==> src/core/tcb_pkg.sv <==
package tcb_pkg;
    // ------------------------------------------------------------
    // Widths and sizes
    // ------------------------------------------------------------
    localparam int ADDR_W = 24;
    localparam int RAM_AW = 8;
    localparam int RAM_DW = 32;
    localparam int DATA_W = 16;
    localparam int FIFO_DEPTH = 32;
    localparam logic [7:0] SET_STRIDE = 8'h03;

    // ------------------------------------------------------------
    // Field positions in the register-set words
    // ------------------------------------------------------------
    localparam int MDA_SRC_LSB = 6;
    localparam int MDA_DST_LSB = 4;
    localparam int MDA_OP_LSB = 2;
    localparam int MDA_AREA_BIT = 1;
    localparam int MDA_WIDTH_BIT = 0;
    localparam int MDB_CHAIN_BIT = 7;
    localparam int MDB_IRQ_BIT = 6;
    localparam int WORD_TOP_LSB = 24;
    localparam int CNTA_LSB = 16;
    localparam logic [1:0] IDX_MODE_SRC = 2'h0;
    localparam logic [1:0] IDX_MODE_DST = 2'h1;
    localparam logic [1:0] IDX_COUNT = 2'h2;
    localparam logic [1:0] IDX_VECTOR = 2'h3;

    // ------------------------------------------------------------
    // Encodings and reset values
    // ------------------------------------------------------------
    localparam logic [1:0] OP_NORMAL = 2'h0;
    localparam logic [1:0] OP_REPEAT = 2'h1;
    localparam logic [1:0] OP_BLOCK = 2'h2;
    localparam logic [1:0] STEP_INC = 2'h2;
    localparam logic [1:0] STEP_DEC = 2'h3;
    localparam logic [23:0] RST_ADDR = 24'h00_0000;
    localparam logic [31:0] RST_WORD = 32'h0000_0000;

    typedef enum logic [3:0] {
        ST_IDLE = 4'h0,
        ST_VEC = 4'h1,
        ST_VWAIT = 4'h3,
        ST_RD = 4'h2,
        ST_RWAIT = 4'h6,
        ST_XRD = 4'h7,
        ST_XWR = 4'h5,
        ST_WB = 4'h4,
        ST_DONE = 4'hC
    } tcb_state_t;
endpackage : tcb_pkg

==> src/core/tcb_stream_if.sv <==
`timescale 1ns/1ps
interface tcb_stream_if #(parameter int W = 16);
    logic valid;
    logic ready;
    logic [W-1:0] data;
    modport prod (output valid, output data, input ready);
    modport cons (input valid, input data, output ready);
endinterface : tcb_stream_if

==> src/core/tcb_fifo.sv <==
`timescale 1ns/1ps
module tcb_fifo #(
    parameter int W = 16,
    parameter int DEPTH = 32
) (
    // Clock and reset
    input logic clk_sys,
    input logic rst_n,
    // Streams
    tcb_stream_if.cons wr,
    tcb_stream_if.prod rd
);
    localparam int PW = $clog2(DEPTH);

    if (DEPTH < 2 || (DEPTH & (DEPTH - 1)) != 0) begin : gBadDepth
        $error("tcb_fifo: DEPTH must be a power of two, at least 2");
    end

    logic [W-1:0] mem [DEPTH];
    logic [PW:0] wrPtr_q;
    logic [PW:0] rdPtr_q;
    wire fifoEmpty = (wrPtr_q == rdPtr_q);
    wire fifoFull = (wrPtr_q[PW-1:0] == rdPtr_q[PW-1:0]) && (wrPtr_q[PW] != rdPtr_q[PW]);
    wire doPush = wr.valid && !fifoFull;
    wire doPop = rd.ready && !fifoEmpty;

    assign wr.ready = !fifoFull;
    assign rd.valid = !fifoEmpty;
    assign rd.data = mem[rdPtr_q[PW-1:0]];

    always_ff @(posedge clk_sys) begin
        if (doPush) begin
            mem[wrPtr_q[PW-1:0]] <= wr.data;
        end
    end

    always_ff @(posedge clk_sys) begin
        if (!rst_n) begin
            wrPtr_q <= '0;
            rdPtr_q <= '0;
        end else begin
            wrPtr_q <= wrPtr_q + (PW + 1)'(doPush);
            rdPtr_q <= rdPtr_q + (PW + 1)'(doPop);
        end
    end
endmodule : tcb_fifo

==> src/core/tcb_top.sv <==
// Behaviour
// - Arbiter acknowledges a requester; with several, only the highest priority one.
// - An acknowledged master owns the bus until the acknowledge is withdrawn.
// - CPU is lowest priority; a controller request moves the bus away from it.
// - Bus leaves the CPU only between bus cycles, never inside a split access.
// - Read-modify-write of bit instructions keeps the bus with the CPU throughout.
// - While the CPU sleeps, a controller request is granted at once.
// - Controller raises its bus request whenever an activation becomes pending.
// - Controller releases only when idle with no activation pending, after the set write-back.
// - Reset puts bus logic into reset at once, abandoning any bus cycle.
// - Controller starts from an enabled interrupt source or from software.
// - Register-set RAM of 1 kbyte reached over 32 bits, one word per state.
// - Each activation loads a set, transfers, then writes the updated set back.
// - Working registers have no CPU path; only their RAM copies are visible.
// - Source pointer: 0X fixed, 10 adds 1 or 2, 11 subtracts 1 or 2.
// - Destination pointer: 0X fixed, 10 adds 1 or 2, 11 subtracts 1 or 2.
// - Operation kind 00 normal, 01 repeat, 10 block; 11 is never programmed.
// - Area select 0 makes destination the repeat/block area, 1 the source.
// - Unit width 0 is byte, 1 is word, and sets the pointer step.
// - Pointers and bus address carry 24 bits for a 16-Mbyte space.
// - One activation may run several register sets in succession by chaining.
// - Normal operation decrements the 16-bit count and ends at zero.
// - Chain enabled skips end check and both clears, then takes the next set.
// - Interrupt select 1 interrupts after each transfer, 0 only at the end.
`timescale 1ns/1ps
module tcb_top (
    // Clock and reset
    input logic clk_sys,
    input logic rst_n,
    // Activation
    input logic intActReq,
    input logic [tcb_pkg::RAM_AW-1:0] intVector,
    input logic swActReq,
    input logic [tcb_pkg::RAM_AW-1:0] swVector,
    // CPU side of the arbiter
    input logic cpuBusReq,
    input logic cpuBoundary,
    input logic cpuRmwLock,
    input logic cpuSleep,
    output logic cpuAck,
    // Register-set RAM
    output logic [tcb_pkg::RAM_AW-1:0] ramAddr,
    output logic ramWe,
    output logic [tcb_pkg::RAM_DW-1:0] ramWdata,
    input logic [tcb_pkg::RAM_DW-1:0] ramRdata,
    // System bus master
    output logic tcGrant,
    output logic [tcb_pkg::ADDR_W-1:0] busAddr,
    output logic busRd,
    output logic busWr,
    output logic busWord,
    output logic [tcb_pkg::DATA_W-1:0] busWdata,
    input logic [tcb_pkg::DATA_W-1:0] busRdata,
    input logic busDone,
    // Completion
    output logic cpuIrq,
    output logic srcClear,
    output logic enClear,
    output logic actSoft,
    output logic tcBusy
);
    import tcb_pkg::*;

    // ------------------------------------------------------------
    // Pointer helpers
    // ------------------------------------------------------------
    function automatic logic [23:0] stepAddr(input logic [23:0] a, input logic [1:0] m, input logic w);
        logic [23:0] s;
        s = w ? 24'h00_0002 : 24'h00_0001;
        if (m == STEP_INC) begin
            return a + s;
        end else if (m == STEP_DEC) begin
            return a - s;
        end
        return a;
    endfunction : stepAddr

    function automatic logic [23:0] areaBack(input logic [23:0] a, input logic [1:0] m, input logic [7:0] n,
                                             input logic w);
        logic [8:0] len;
        logic [23:0] span;
        len = (n == 8'h00) ? 9'h100 : {1'b0, n};
        span = w ? {14'h0000, len, 1'b0} : {15'h0000, len};
        if (m == STEP_INC) begin
            return a - span;
        end else if (m == STEP_DEC) begin
            return a + span;
        end
        return a;
    endfunction : areaBack

    // ------------------------------------------------------------
    // State
    // ------------------------------------------------------------
    tcb_state_t st_q;
    logic intPend_q, swPend_q, soft_q;
    logic [RAM_AW-1:0] intVec_q, swVec_q, vec_q, base_q;
    logic tcBusReq_q, tcGrant_q, cpuAck_q;
    logic [1:0] rdIdx_q, wbIdx_q;
    logic tag1V_q, tag2V_q;
    logic [1:0] tag1I_q, tag2I_q;
    logic [7:0] mdA_q, mdB_q;
    logic [23:0] src_q, dst_q;
    logic [15:0] cntA_q, cntB_q;
    logic endHit_q;
    logic [RAM_AW-1:0] ramAddr_q;
    logic ramWe_q;
    logic [31:0] ramWdata_q;
    logic [23:0] busAddr_q;
    logic busRd_q, busWr_q, busWord_q;
    logic [15:0] busWdata_q;
    logic cpuIrq_q, srcClear_q, enClear_q;

    // ------------------------------------------------------------
    // Data FIFO between bus read and bus write
    // ------------------------------------------------------------
    tcb_stream_if #(.W(DATA_W)) inS ();
    tcb_stream_if #(.W(DATA_W)) outS ();

    tcb_fifo #(.W(DATA_W), .DEPTH(FIFO_DEPTH)) uFifo (
        .clk_sys(clk_sys),
        .rst_n(rst_n),
        .wr(inS),
        .rd(outS)
    );

    assign inS.valid = (st_q == ST_XRD) && busRd_q && busDone;
    assign inS.data = busRdata;
    assign outS.ready = (st_q == ST_XWR) && !busWr_q;

    // ------------------------------------------------------------
    // Decode of the working registers
    // ------------------------------------------------------------
    wire [1:0] srcMode = mdA_q[MDA_SRC_LSB+:2];
    wire [1:0] dstMode = mdA_q[MDA_DST_LSB+:2];
    wire [1:0] opKind = mdA_q[MDA_OP_LSB+:2];
    wire areaSrc = mdA_q[MDA_AREA_BIT];
    wire unitWord = mdA_q[MDA_WIDTH_BIT];
    wire chainOn = mdB_q[MDB_CHAIN_BIT];
    wire irqEach = mdB_q[MDB_IRQ_BIT];
    wire isNormal = (opKind == OP_NORMAL);
    wire isBlock = (opKind == OP_BLOCK);
    wire [23:0] srcStep = stepAddr(src_q, srcMode, unitWord);
    wire [23:0] dstStep = stepAddr(dst_q, dstMode, unitWord);
    wire [7:0] cntLoDec = cntA_q[7:0] - 8'h01;
    wire wrapArea = !isNormal && (cntLoDec == 8'h00);
    wire [15:0] cntANext = isNormal ? cntA_q - 16'h0001 :
                           wrapArea ? {cntA_q[15:8], cntA_q[15:8]} : {cntA_q[15:8], cntLoDec};
    wire [15:0] cntBNext = (isBlock && wrapArea) ? cntB_q - 16'h0001 : cntB_q;
    wire [23:0] srcNext = (wrapArea && areaSrc) ? areaBack(srcStep, srcMode, cntA_q[15:8], unitWord) : srcStep;
    wire [23:0] dstNext = (wrapArea && !areaSrc) ? areaBack(dstStep, dstMode, cntA_q[15:8], unitWord) : dstStep;
    wire endHit = isNormal ? (cntANext == 16'h0000) : (isBlock && wrapArea && cntBNext == 16'h0000);
    wire moreBlock = isBlock && !wrapArea;
    wire xferDone = (st_q == ST_XWR) && busWr_q && busDone;
    wire finishAct = endHit_q || irqEach;
    wire anyPend = intPend_q || swPend_q;
    wire [RAM_AW-1:0] wbAddr = base_q + {6'h00, wbIdx_q};
    wire [31:0] wbWord = (wbIdx_q == IDX_MODE_SRC) ? {mdA_q, src_q} :
                         (wbIdx_q == IDX_MODE_DST) ? {mdB_q, dst_q} : {cntA_q, cntB_q};

    // ------------------------------------------------------------
    // Arbiter
    // ------------------------------------------------------------
    wire cpuMayYield = cpuSleep || (cpuBoundary && !cpuRmwLock);
    wire tcTake = tcBusReq_q && !tcGrant_q && cpuMayYield;
    wire tcRelease = tcGrant_q && (st_q == ST_IDLE) && !anyPend;
    wire tcGrant_d = tcTake || (tcGrant_q && !tcRelease);
    wire cpuAck_d = cpuBusReq && !tcGrant_d;

    always_ff @(posedge clk_sys) begin
        if (!rst_n) begin
            tcGrant_q <= 1'b0;
            cpuAck_q <= 1'b0;
            tcBusReq_q <= 1'b0;
        end else begin
            tcGrant_q <= tcGrant_d;
            cpuAck_q <= cpuAck_d;
            tcBusReq_q <= anyPend || intActReq || swActReq || (st_q != ST_IDLE);
        end
    end

    // ------------------------------------------------------------
    // Activation requests; a new request beats the clear on start
    // ------------------------------------------------------------
    wire startAct = (st_q == ST_IDLE) && tcGrant_q && anyPend;
    wire takeInt = startAct && intPend_q;
    wire takeSw = startAct && !intPend_q;

    always_ff @(posedge clk_sys) begin
        if (!rst_n) begin
            intPend_q <= 1'b0;
            swPend_q <= 1'b0;
            intVec_q <= '0;
            swVec_q <= '0;
        end else begin
            intPend_q <= intActReq || (intPend_q && !takeInt);
            swPend_q <= swActReq || (swPend_q && !takeSw);
            if (intActReq) begin
                intVec_q <= intVector;
            end
            if (swActReq) begin
                swVec_q <= swVector;
            end
        end
    end

    // ------------------------------------------------------------
    // RAM read pipeline: address out, data two edges later
    // ------------------------------------------------------------
    always_ff @(posedge clk_sys) begin
        if (!rst_n) begin
            tag1V_q <= 1'b0;
            tag2V_q <= 1'b0;
            tag1I_q <= 2'h0;
            tag2I_q <= 2'h0;
        end else begin
            tag1V_q <= (st_q == ST_VEC) || (st_q == ST_RD);
            tag1I_q <= (st_q == ST_VEC) ? IDX_VECTOR : rdIdx_q;
            tag2V_q <= tag1V_q;
            tag2I_q <= tag1I_q;
        end
    end

    // Working registers are filled only from RAM
    always_ff @(posedge clk_sys) begin
        if (!rst_n) begin
            mdA_q <= '0;
            mdB_q <= '0;
            src_q <= RST_ADDR;
            dst_q <= RST_ADDR;
            cntA_q <= '0;
            cntB_q <= '0;
        end else if (tag2V_q && tag2I_q == IDX_MODE_SRC) begin
            {mdA_q, src_q} <= ramRdata;
        end else if (tag2V_q && tag2I_q == IDX_MODE_DST) begin
            {mdB_q, dst_q} <= ramRdata;
        end else if (tag2V_q && tag2I_q == IDX_COUNT) begin
            {cntA_q, cntB_q} <= ramRdata;
        end else if (xferDone) begin
            src_q <= srcNext;
            dst_q <= dstNext;
            cntA_q <= cntANext;
            cntB_q <= cntBNext;
        end
    end

    // ------------------------------------------------------------
    // Controller sequence
    // ------------------------------------------------------------
    always_ff @(posedge clk_sys) begin
        if (!rst_n) begin
            st_q <= ST_IDLE;
            busRd_q <= 1'b0;
            busWr_q <= 1'b0;
            ramWe_q <= 1'b0;
            vec_q <= '0;
            base_q <= '0;
            soft_q <= 1'b0;
            rdIdx_q <= 2'h0;
            wbIdx_q <= 2'h0;
            endHit_q <= 1'b0;
            ramAddr_q <= '0;
            ramWdata_q <= RST_WORD;
            busAddr_q <= RST_ADDR;
            busWord_q <= 1'b0;
            busWdata_q <= '0;
            cpuIrq_q <= 1'b0;
            srcClear_q <= 1'b0;
            enClear_q <= 1'b0;
        end else begin
            ramWe_q <= 1'b0;
            cpuIrq_q <= 1'b0;
            srcClear_q <= 1'b0;
            enClear_q <= 1'b0;
            case (st_q)
                ST_IDLE: begin
                    if (startAct) begin
                        vec_q <= intPend_q ? intVec_q : swVec_q;
                        soft_q <= !intPend_q;
                        st_q <= ST_VEC;
                    end
                end
                ST_VEC: begin
                    ramAddr_q <= vec_q;
                    st_q <= ST_VWAIT;
                end
                ST_VWAIT: begin
                    if (tag2V_q && tag2I_q == IDX_VECTOR) begin
                        base_q <= ramRdata[RAM_AW-1:0];
                        rdIdx_q <= 2'h0;
                        st_q <= ST_RD;
                    end
                end
                ST_RD: begin
                    ramAddr_q <= base_q + {6'h00, rdIdx_q};
                    rdIdx_q <= rdIdx_q + 2'h1;
                    if (rdIdx_q == IDX_COUNT) begin
                        st_q <= ST_RWAIT;
                    end
                end
                ST_RWAIT: begin
                    if (tag2V_q && tag2I_q == IDX_COUNT) begin
                        st_q <= ST_XRD;
                    end
                end
                ST_XRD: begin
                    if (!busRd_q && inS.ready) begin
                        busRd_q <= 1'b1;
                        busAddr_q <= src_q;
                        busWord_q <= unitWord;
                    end else if (busRd_q && busDone) begin
                        busRd_q <= 1'b0;
                        st_q <= ST_XWR;
                    end
                end
                ST_XWR: begin
                    if (!busWr_q && outS.valid) begin
                        busWr_q <= 1'b1;
                        busAddr_q <= dst_q;
                        busWdata_q <= outS.data;
                    end else if (xferDone) begin
                        busWr_q <= 1'b0;
                        endHit_q <= endHit;
                        wbIdx_q <= 2'h0;
                        st_q <= moreBlock ? ST_XRD : ST_WB;
                    end
                end
                ST_WB: begin
                    ramWe_q <= 1'b1;
                    ramAddr_q <= wbAddr;
                    ramWdata_q <= wbWord;
                    wbIdx_q <= wbIdx_q + 2'h1;
                    if (wbIdx_q == IDX_COUNT) begin
                        st_q <= ST_DONE;
                    end
                end
                ST_DONE: begin
                    if (chainOn) begin
                        base_q <= base_q + SET_STRIDE;
                        rdIdx_q <= 2'h0;
                        st_q <= ST_RD;
                    end else begin
                        cpuIrq_q <= finishAct;
                        enClear_q <= finishAct;
                        srcClear_q <= !finishAct;
                        st_q <= ST_IDLE;
                    end
                end
                default: begin
                    st_q <= ST_IDLE;
                end
            endcase
        end
    end

    // ------------------------------------------------------------
    // Outputs
    // ------------------------------------------------------------
    assign cpuAck = cpuAck_q;
    assign tcGrant = tcGrant_q;
    assign ramAddr = ramAddr_q;
    assign ramWe = ramWe_q;
    assign ramWdata = ramWdata_q;
    assign busAddr = busAddr_q;
    assign busRd = busRd_q;
    assign busWr = busWr_q;
    assign busWord = busWord_q;
    assign busWdata = busWdata_q;
    assign cpuIrq = cpuIrq_q;
    assign srcClear = srcClear_q;
    assign enClear = enClear_q;
    assign actSoft = soft_q;
    assign tcBusy = tcBusReq_q;

    // ------------------------------------------------------------
    // Checks
    // ------------------------------------------------------------
    grant_excl_a: assert property (@(posedge clk_sys) disable iff (!rst_n)
        !(cpuAck_q && tcGrant_q)) else $error("both masters acknowledged");
    yield_point_a: assert property (@(posedge clk_sys) disable iff (!rst_n)
        $rose(tcGrant_q) |-> $past(cpuSleep || (cpuBoundary && !cpuRmwLock)))
        else $error("bus taken from cpu mid cycle");
    rmw_hold_a: assert property (@(posedge clk_sys) disable iff (!rst_n)
        (cpuRmwLock && !cpuSleep && !tcGrant_q) |=> !tcGrant_q) else $error("bus taken during rmw");
    sleep_grant_a: assert property (@(posedge clk_sys) disable iff (!rst_n)
        (cpuSleep && tcBusReq_q && !tcGrant_q) |=> tcGrant_q) else $error("sleeping cpu kept bus");
    hold_grant_a: assert property (@(posedge clk_sys) disable iff (!rst_n)
        (tcGrant_q && st_q != ST_IDLE) |=> tcGrant_q) else $error("grant dropped mid activation");
    req_raise_a: assert property (@(posedge clk_sys) disable iff (!rst_n)
        (intActReq || swActReq) |=> tcBusReq_q) else $error("request not raised");
    wb_burst_a: assert property (@(posedge clk_sys) disable iff (!rst_n)
        $rose(ramWe_q) |-> ramWe_q [*3] ##1 !ramWe_q) else $error("write-back not three words");
    count_dec_a: assert property (@(posedge clk_sys) disable iff (!rst_n)
        (xferDone && isNormal) |=> cntA_q == $past(cntA_q) - 16'h0001) else $error("count not decremented");
    chain_quiet_a: assert property (@(posedge clk_sys) disable iff (!rst_n)
        (st_q == ST_DONE && chainOn) |=> !(cpuIrq_q || enClear_q || srcClear_q))
        else $error("chained set raised a pulse");
    src_step_a: assert property (@(posedge clk_sys) disable iff (!rst_n)
        (xferDone && isNormal && srcMode == STEP_INC && unitWord) |=> src_q == $past(src_q) + 24'h00_0002)
        else $error("source step wrong");
    reset_abort_a: assert property (@(posedge clk_sys) disable iff (1'b0)
        !rst_n |=> (!busRd_q && !busWr_q && st_q == ST_IDLE && !tcGrant_q)) else $error("reset did not abort");
endmodule : tcb_top

==> config.mk <==
export PLATFORM = sky130hd
export DESIGN_NAME = tcb_top
export DESIGN_NICKNAME = d
export VERILOG_FILES = /design/src/core/tcb_pkg.sv /design/src/core/tcb_stream_if.sv /design/src/core/tcb_fifo.sv /design/src/core/tcb_top.sv
export SDC_FILE = /design/constraint.sdc
export NUM_CORES = 1
export LEC_CHECK = 0
export BUFFER_PORTS_ARGS = -buffer_cell sky130_fd_sc_hd__buf_2
export CELL_PAD_IN_SITES_DETAIL_PLACEMENT = 1
export CELL_PAD_IN_SITES_GLOBAL_PLACEMENT = 1
export CORE_AREA = 2 2 297 299
export CTS_CLUSTER_SIZE = 8
export DETAILED_ROUTE_END_ITERATION = 10
export DIE_AREA = 0 0 299 301
export PLACE_DENSITY_LB_ADDON = 0.3
export SYNTH_ARGS = -nofsm -noshare
export SYNTH_HDL_FRONTEND = slang
export SYNTH_SLANG_ARGS = --single-unit
==> constraint.sdc <==
create_clock -name clk_sys -period 6 [get_ports clk_sys]
set_clock_uncertainty 0.05 [all_clocks]
set_input_delay 0.3 -clock clk_sys [delete_from_list [all_inputs] [get_ports clk_sys]]
set_output_delay 0.3 -clock clk_sys [all_outputs]
set_load 0.03 [all_outputs]
==> results by group <==
Pwr
  – Sequential share of power: 36.3%
  – Total power density per cell area: 369 nW/µm²
  – Gate power share: 28.6%
  – Switching power total: 5.42 mW
  – Switching share of total power: 33.5%
  – Power, Total: 16.2 mW
  – Peak supply drop: 0.317 mV
  – Internal power: 10.8 mW
  – Leak Pwr: 15.0 nW
  – Clock power share: 35.1%

Synthesis
  – Post-Synth Adder-Cell Area: 3.72%
  – Post-synth top flop: edfxtp_1
  – Cell area after synthesis: 37900 µm²
  – Fraction of synthesized area in multiplexers: 13.1%
  – Post-Synthesis Cells: 3276
  – Synth Area in XOR/XNOR: 2.29%
  – Syn. warnings: 0
  – Async S/R FF share, synth: 0%
  – Seq/Total Area, Yosys: 53.6%
  – #FFs+latches synth: 759
  – Synthesized area per cell: 11.6 µm²
  – Combinational family with the most area after synthesis: compound AO/OA/AOI/OAI gates
  – Synth Area in Compound Gates: 13.1%
  – Synth Net Count: 3457
  – Count of cell types in the netlist: 88
  – Post-synthesis simple-gate area fraction: 11.5%
  – Post-synth EDFFs: 512

Place
  – # port buffers: 163
  – Placer Congestion: 0.951
  – Cell Area, Placed: 40200 µm²
  – Dpl cells: 4484
  – Dpl ws: 0.123 ns
  – Post-DP HPWL: 86500 µm

STA
  – Actual slew at the worst max-slew pin: 1.28 ns
  – Final WS setup: 0.306 ns
  – Final Max Tran Viols: 0
  – Setup_tns: 0 ns
  – Fmax: 0.176 GHz
  – Final setup violation count: 0
  – Fin crit period: 5.69 ns
  – Final hold vios: 0
  – Hold slack: 0.0368 ns
  – Final Cycle Share: 94.9%
  – Slew headroom: 14.0%

Status
  – Outcome: finished, final reports clean

Global route
  – Largest net degree at the start of global routing: 112
  – Remaining Overflow, GRT: 0
  – First-pass GRT wire length: 194000 µm
  – Initial antenna violation count: 2
  – Vias in the first global route: 30500
  – Total Routing Usage GR: 28.5%

Hold path
  – Worst Hold Depth: 3
  – Hold endpoint: src_q[1]
  – Hold_sp: ramRdata[1]
  – HP Class: in2reg

Layout
  – Final core occ: 50.7%
  – Most frequent cells in the layout: edfxtp_1, nand2_1, nor2_1
  – Layout cells sized above 1: 17.5%
  – Commonest non-fill, non-tap cell in the layout: edfxtp_1
  – Final Cell Area: 43900 µm²
  – Layout Area Growth over Synthesis: 15.8%
  – Nets: 3667
  – Fin cells: 4719

Clock tree
  – Root Buffer Master: clkbuf_16
  – Setup bufs post-CTS: 0
  – Clock Latency Late Sink: 0.70 ns
  – CTS tree: done
  – CTS Sinks: 759
  – Max clock buf depth: 3
  – CTS Buf Count: 106
  – Clk slew on worst S/H paths: 0.06 ns
  – H-Tree Depth: 3

Route
  – DRT antenna net count: 0
  – Avg WL per Cell: 27.3 µm
  – Via-to-Cell Ratio: 6.09
  – DR vias: 28700
  – First-iteration detailed-routing DRC count: 2213
  – Final wirelength: 129000 µm
  – Drt first pass iters: 7
  – DR DRC count: 0

Setup path
  – R2R Setup Slk: 0.31 ns
  – CP cell instances: clkinv_1, nor2_2, inv_1, buf_4, buf_4, ha_2, nand4_1, or3b_1, a211oi_2, buf_4, o21bai_1, nor3_1, mux2_2, ha_1, a21o_1, nor2_1, o31ai_1, maj3_2, a2111oi_4, nor3b_2, or4_1, a31oi_1, o32ai_1
  – R2R depth: 23
  – WP data required: 6.50 ns
  – WP data arrival: 6.19 ns
  – Largest stage delay on the critical path: 0.47 ns
  – Crit path max fanout: 18
  – Critical Path End Type: flip-flop
  – Critical path's slowest cell: or4_1
  – Startpoint types: flip-flop
  – Top cell by count, worst path: buf_4
  – R2r endpoint: dst_q[23]
  – Crit path kind: reg2reg
  – Worst R2R Start: mdA_q[5]

Die
  – Die area: 90000 µm²
  – Core footprint: 86500 µm²
  – Initial Utilization: 43.8%
  – # IOs: 164
  – Die Width: 299 µm
  – Die Y: 301 µm
  – # rows: 108

Flow run
  – Max-Cap Viols: 0
critical path: cells and delay by family (launching register included):
family                     cells  cell delay, ns
and+or+nand+nor                7            1.61
buffers and inverters          5            0.76
AOI/OAI and AO/OA              7            1.38
muxes                          1            0.27
DFF                            1            0.34
adders and majority gates      3            1.15
state kept, by name, summed over array words and instances, names as in the netlist, 4 cells and up:
signal         count
busWdata          16
dst_q             24
mdB_q              8
cntB_q            16
uFifo.mem        512
ramWdata          32
swVec_q            8
base_q             8
busAddr           24
intVec_q           8
uFifo.rdPtr_q      6
src_q             24
cntA_q            16
vec_q              8
uFifo.wrPtr_q      6
st_q               4
ramAddr            8
mdA_q              8
cell usage after synthesis, drive strengths merged (6+ instances only):
library cell  instances  area [µm²]
a211oi               90         686
a21o                 26         195
a21oi               227        1140
a221oi               13         120
a22oi                 9        67.6
a311oi               25         219
a31oi                21         138
and2                 27         169
and3                 18         113
buf                  33         141
clkbuf              177         664
dfxtp               247        4940
edfxtp              512       15400
ha                  103        1290
inv                  52         195
mux2                 23         259
mux2i               109        1090
mux4                160        3600
nand2               334        1260
nand2b               31         194
nand3                54         270
nand3b                6        45.0
nand4                11        68.8
nor2                336        1260
nor2b                30         188
nor3                 62         315
nor3b                 8        87.6
nor4                 10        77.6
o2111ai               8        70.1
o211ai               30         225
o21a                 29         218
o21ai               190         951
o221ai               13         114
o22ai                18         113
o31a                 12         105
o31ai                14         105
or2                   8        50.1
or3                  17         106
or4                   6        48.8
xnor2                58         508
xor2                 41         359
metal layers:
layer | vias to the layer above | share of wire, % | GRT usage, %
met5 | - | 0 | 0
met3 | 347 | 5.6 | 4.24
li1 | 12800 | - | -
met4 | 0 | 6.3 | 16.6
met1 | 14500 | 39 | 35.2
met2 | 1044 | 49 | 48.0
what timing repair did:
item                                   in CTS  in global routing
hold buffers                               49                  0
endpoints found under the hold margin      69                  0
resized for setup                           0                 19
setup endpoints to repair                   0                  4
power groups by stage:
stage	Sequential, mW	Clock [mW]	Combinational (mW)
after global routing	5.89	5.96	5.06
after global placement	5.97	0	4.33
after floorplan	5.92	0	3.21
final	5.88	5.68	4.63
after detailed placement	5.97	0	4.49
after CTS	5.87	5.76	4.55
layout make-up:
type	count	area, µm²
timing repair buffer	312	2080
multi-input combinational	2252	16700
sequential	759	20300
fill	9081	42600
tap	1155	1450
clock buffer	175	2920
inverter	55	211
antenna	1	2.50
clock inverter	10	210
kinds of logic (layout without fill, tap and decap cells):
logic type,after synthesis,in the layout
fa+ha+maj,110,110
other cells,0,1
xor+xnor,99,99
mux,292,292
simple gates,971,971
compound gates,780,780
flops,759,759
buf+inv,265,552
worst max path at each step:
stage,from,end,slack (ns),cells after the start
floorplan,mdA_q[5],dst_q[23],0.07,25
finish,mdA_q[5],dst_q[23],0.31,23
global route,mdA_q[5],dst_q[23],-0.04,25
CTS,mdA_q[5],dst_q[23],0.09,23
detailed placement,mdA_q[5],dst_q[23],0.12,23
global placement,mdA_q[5],dst_q[23],0.33,25
(Power assumes the default switching activity.)
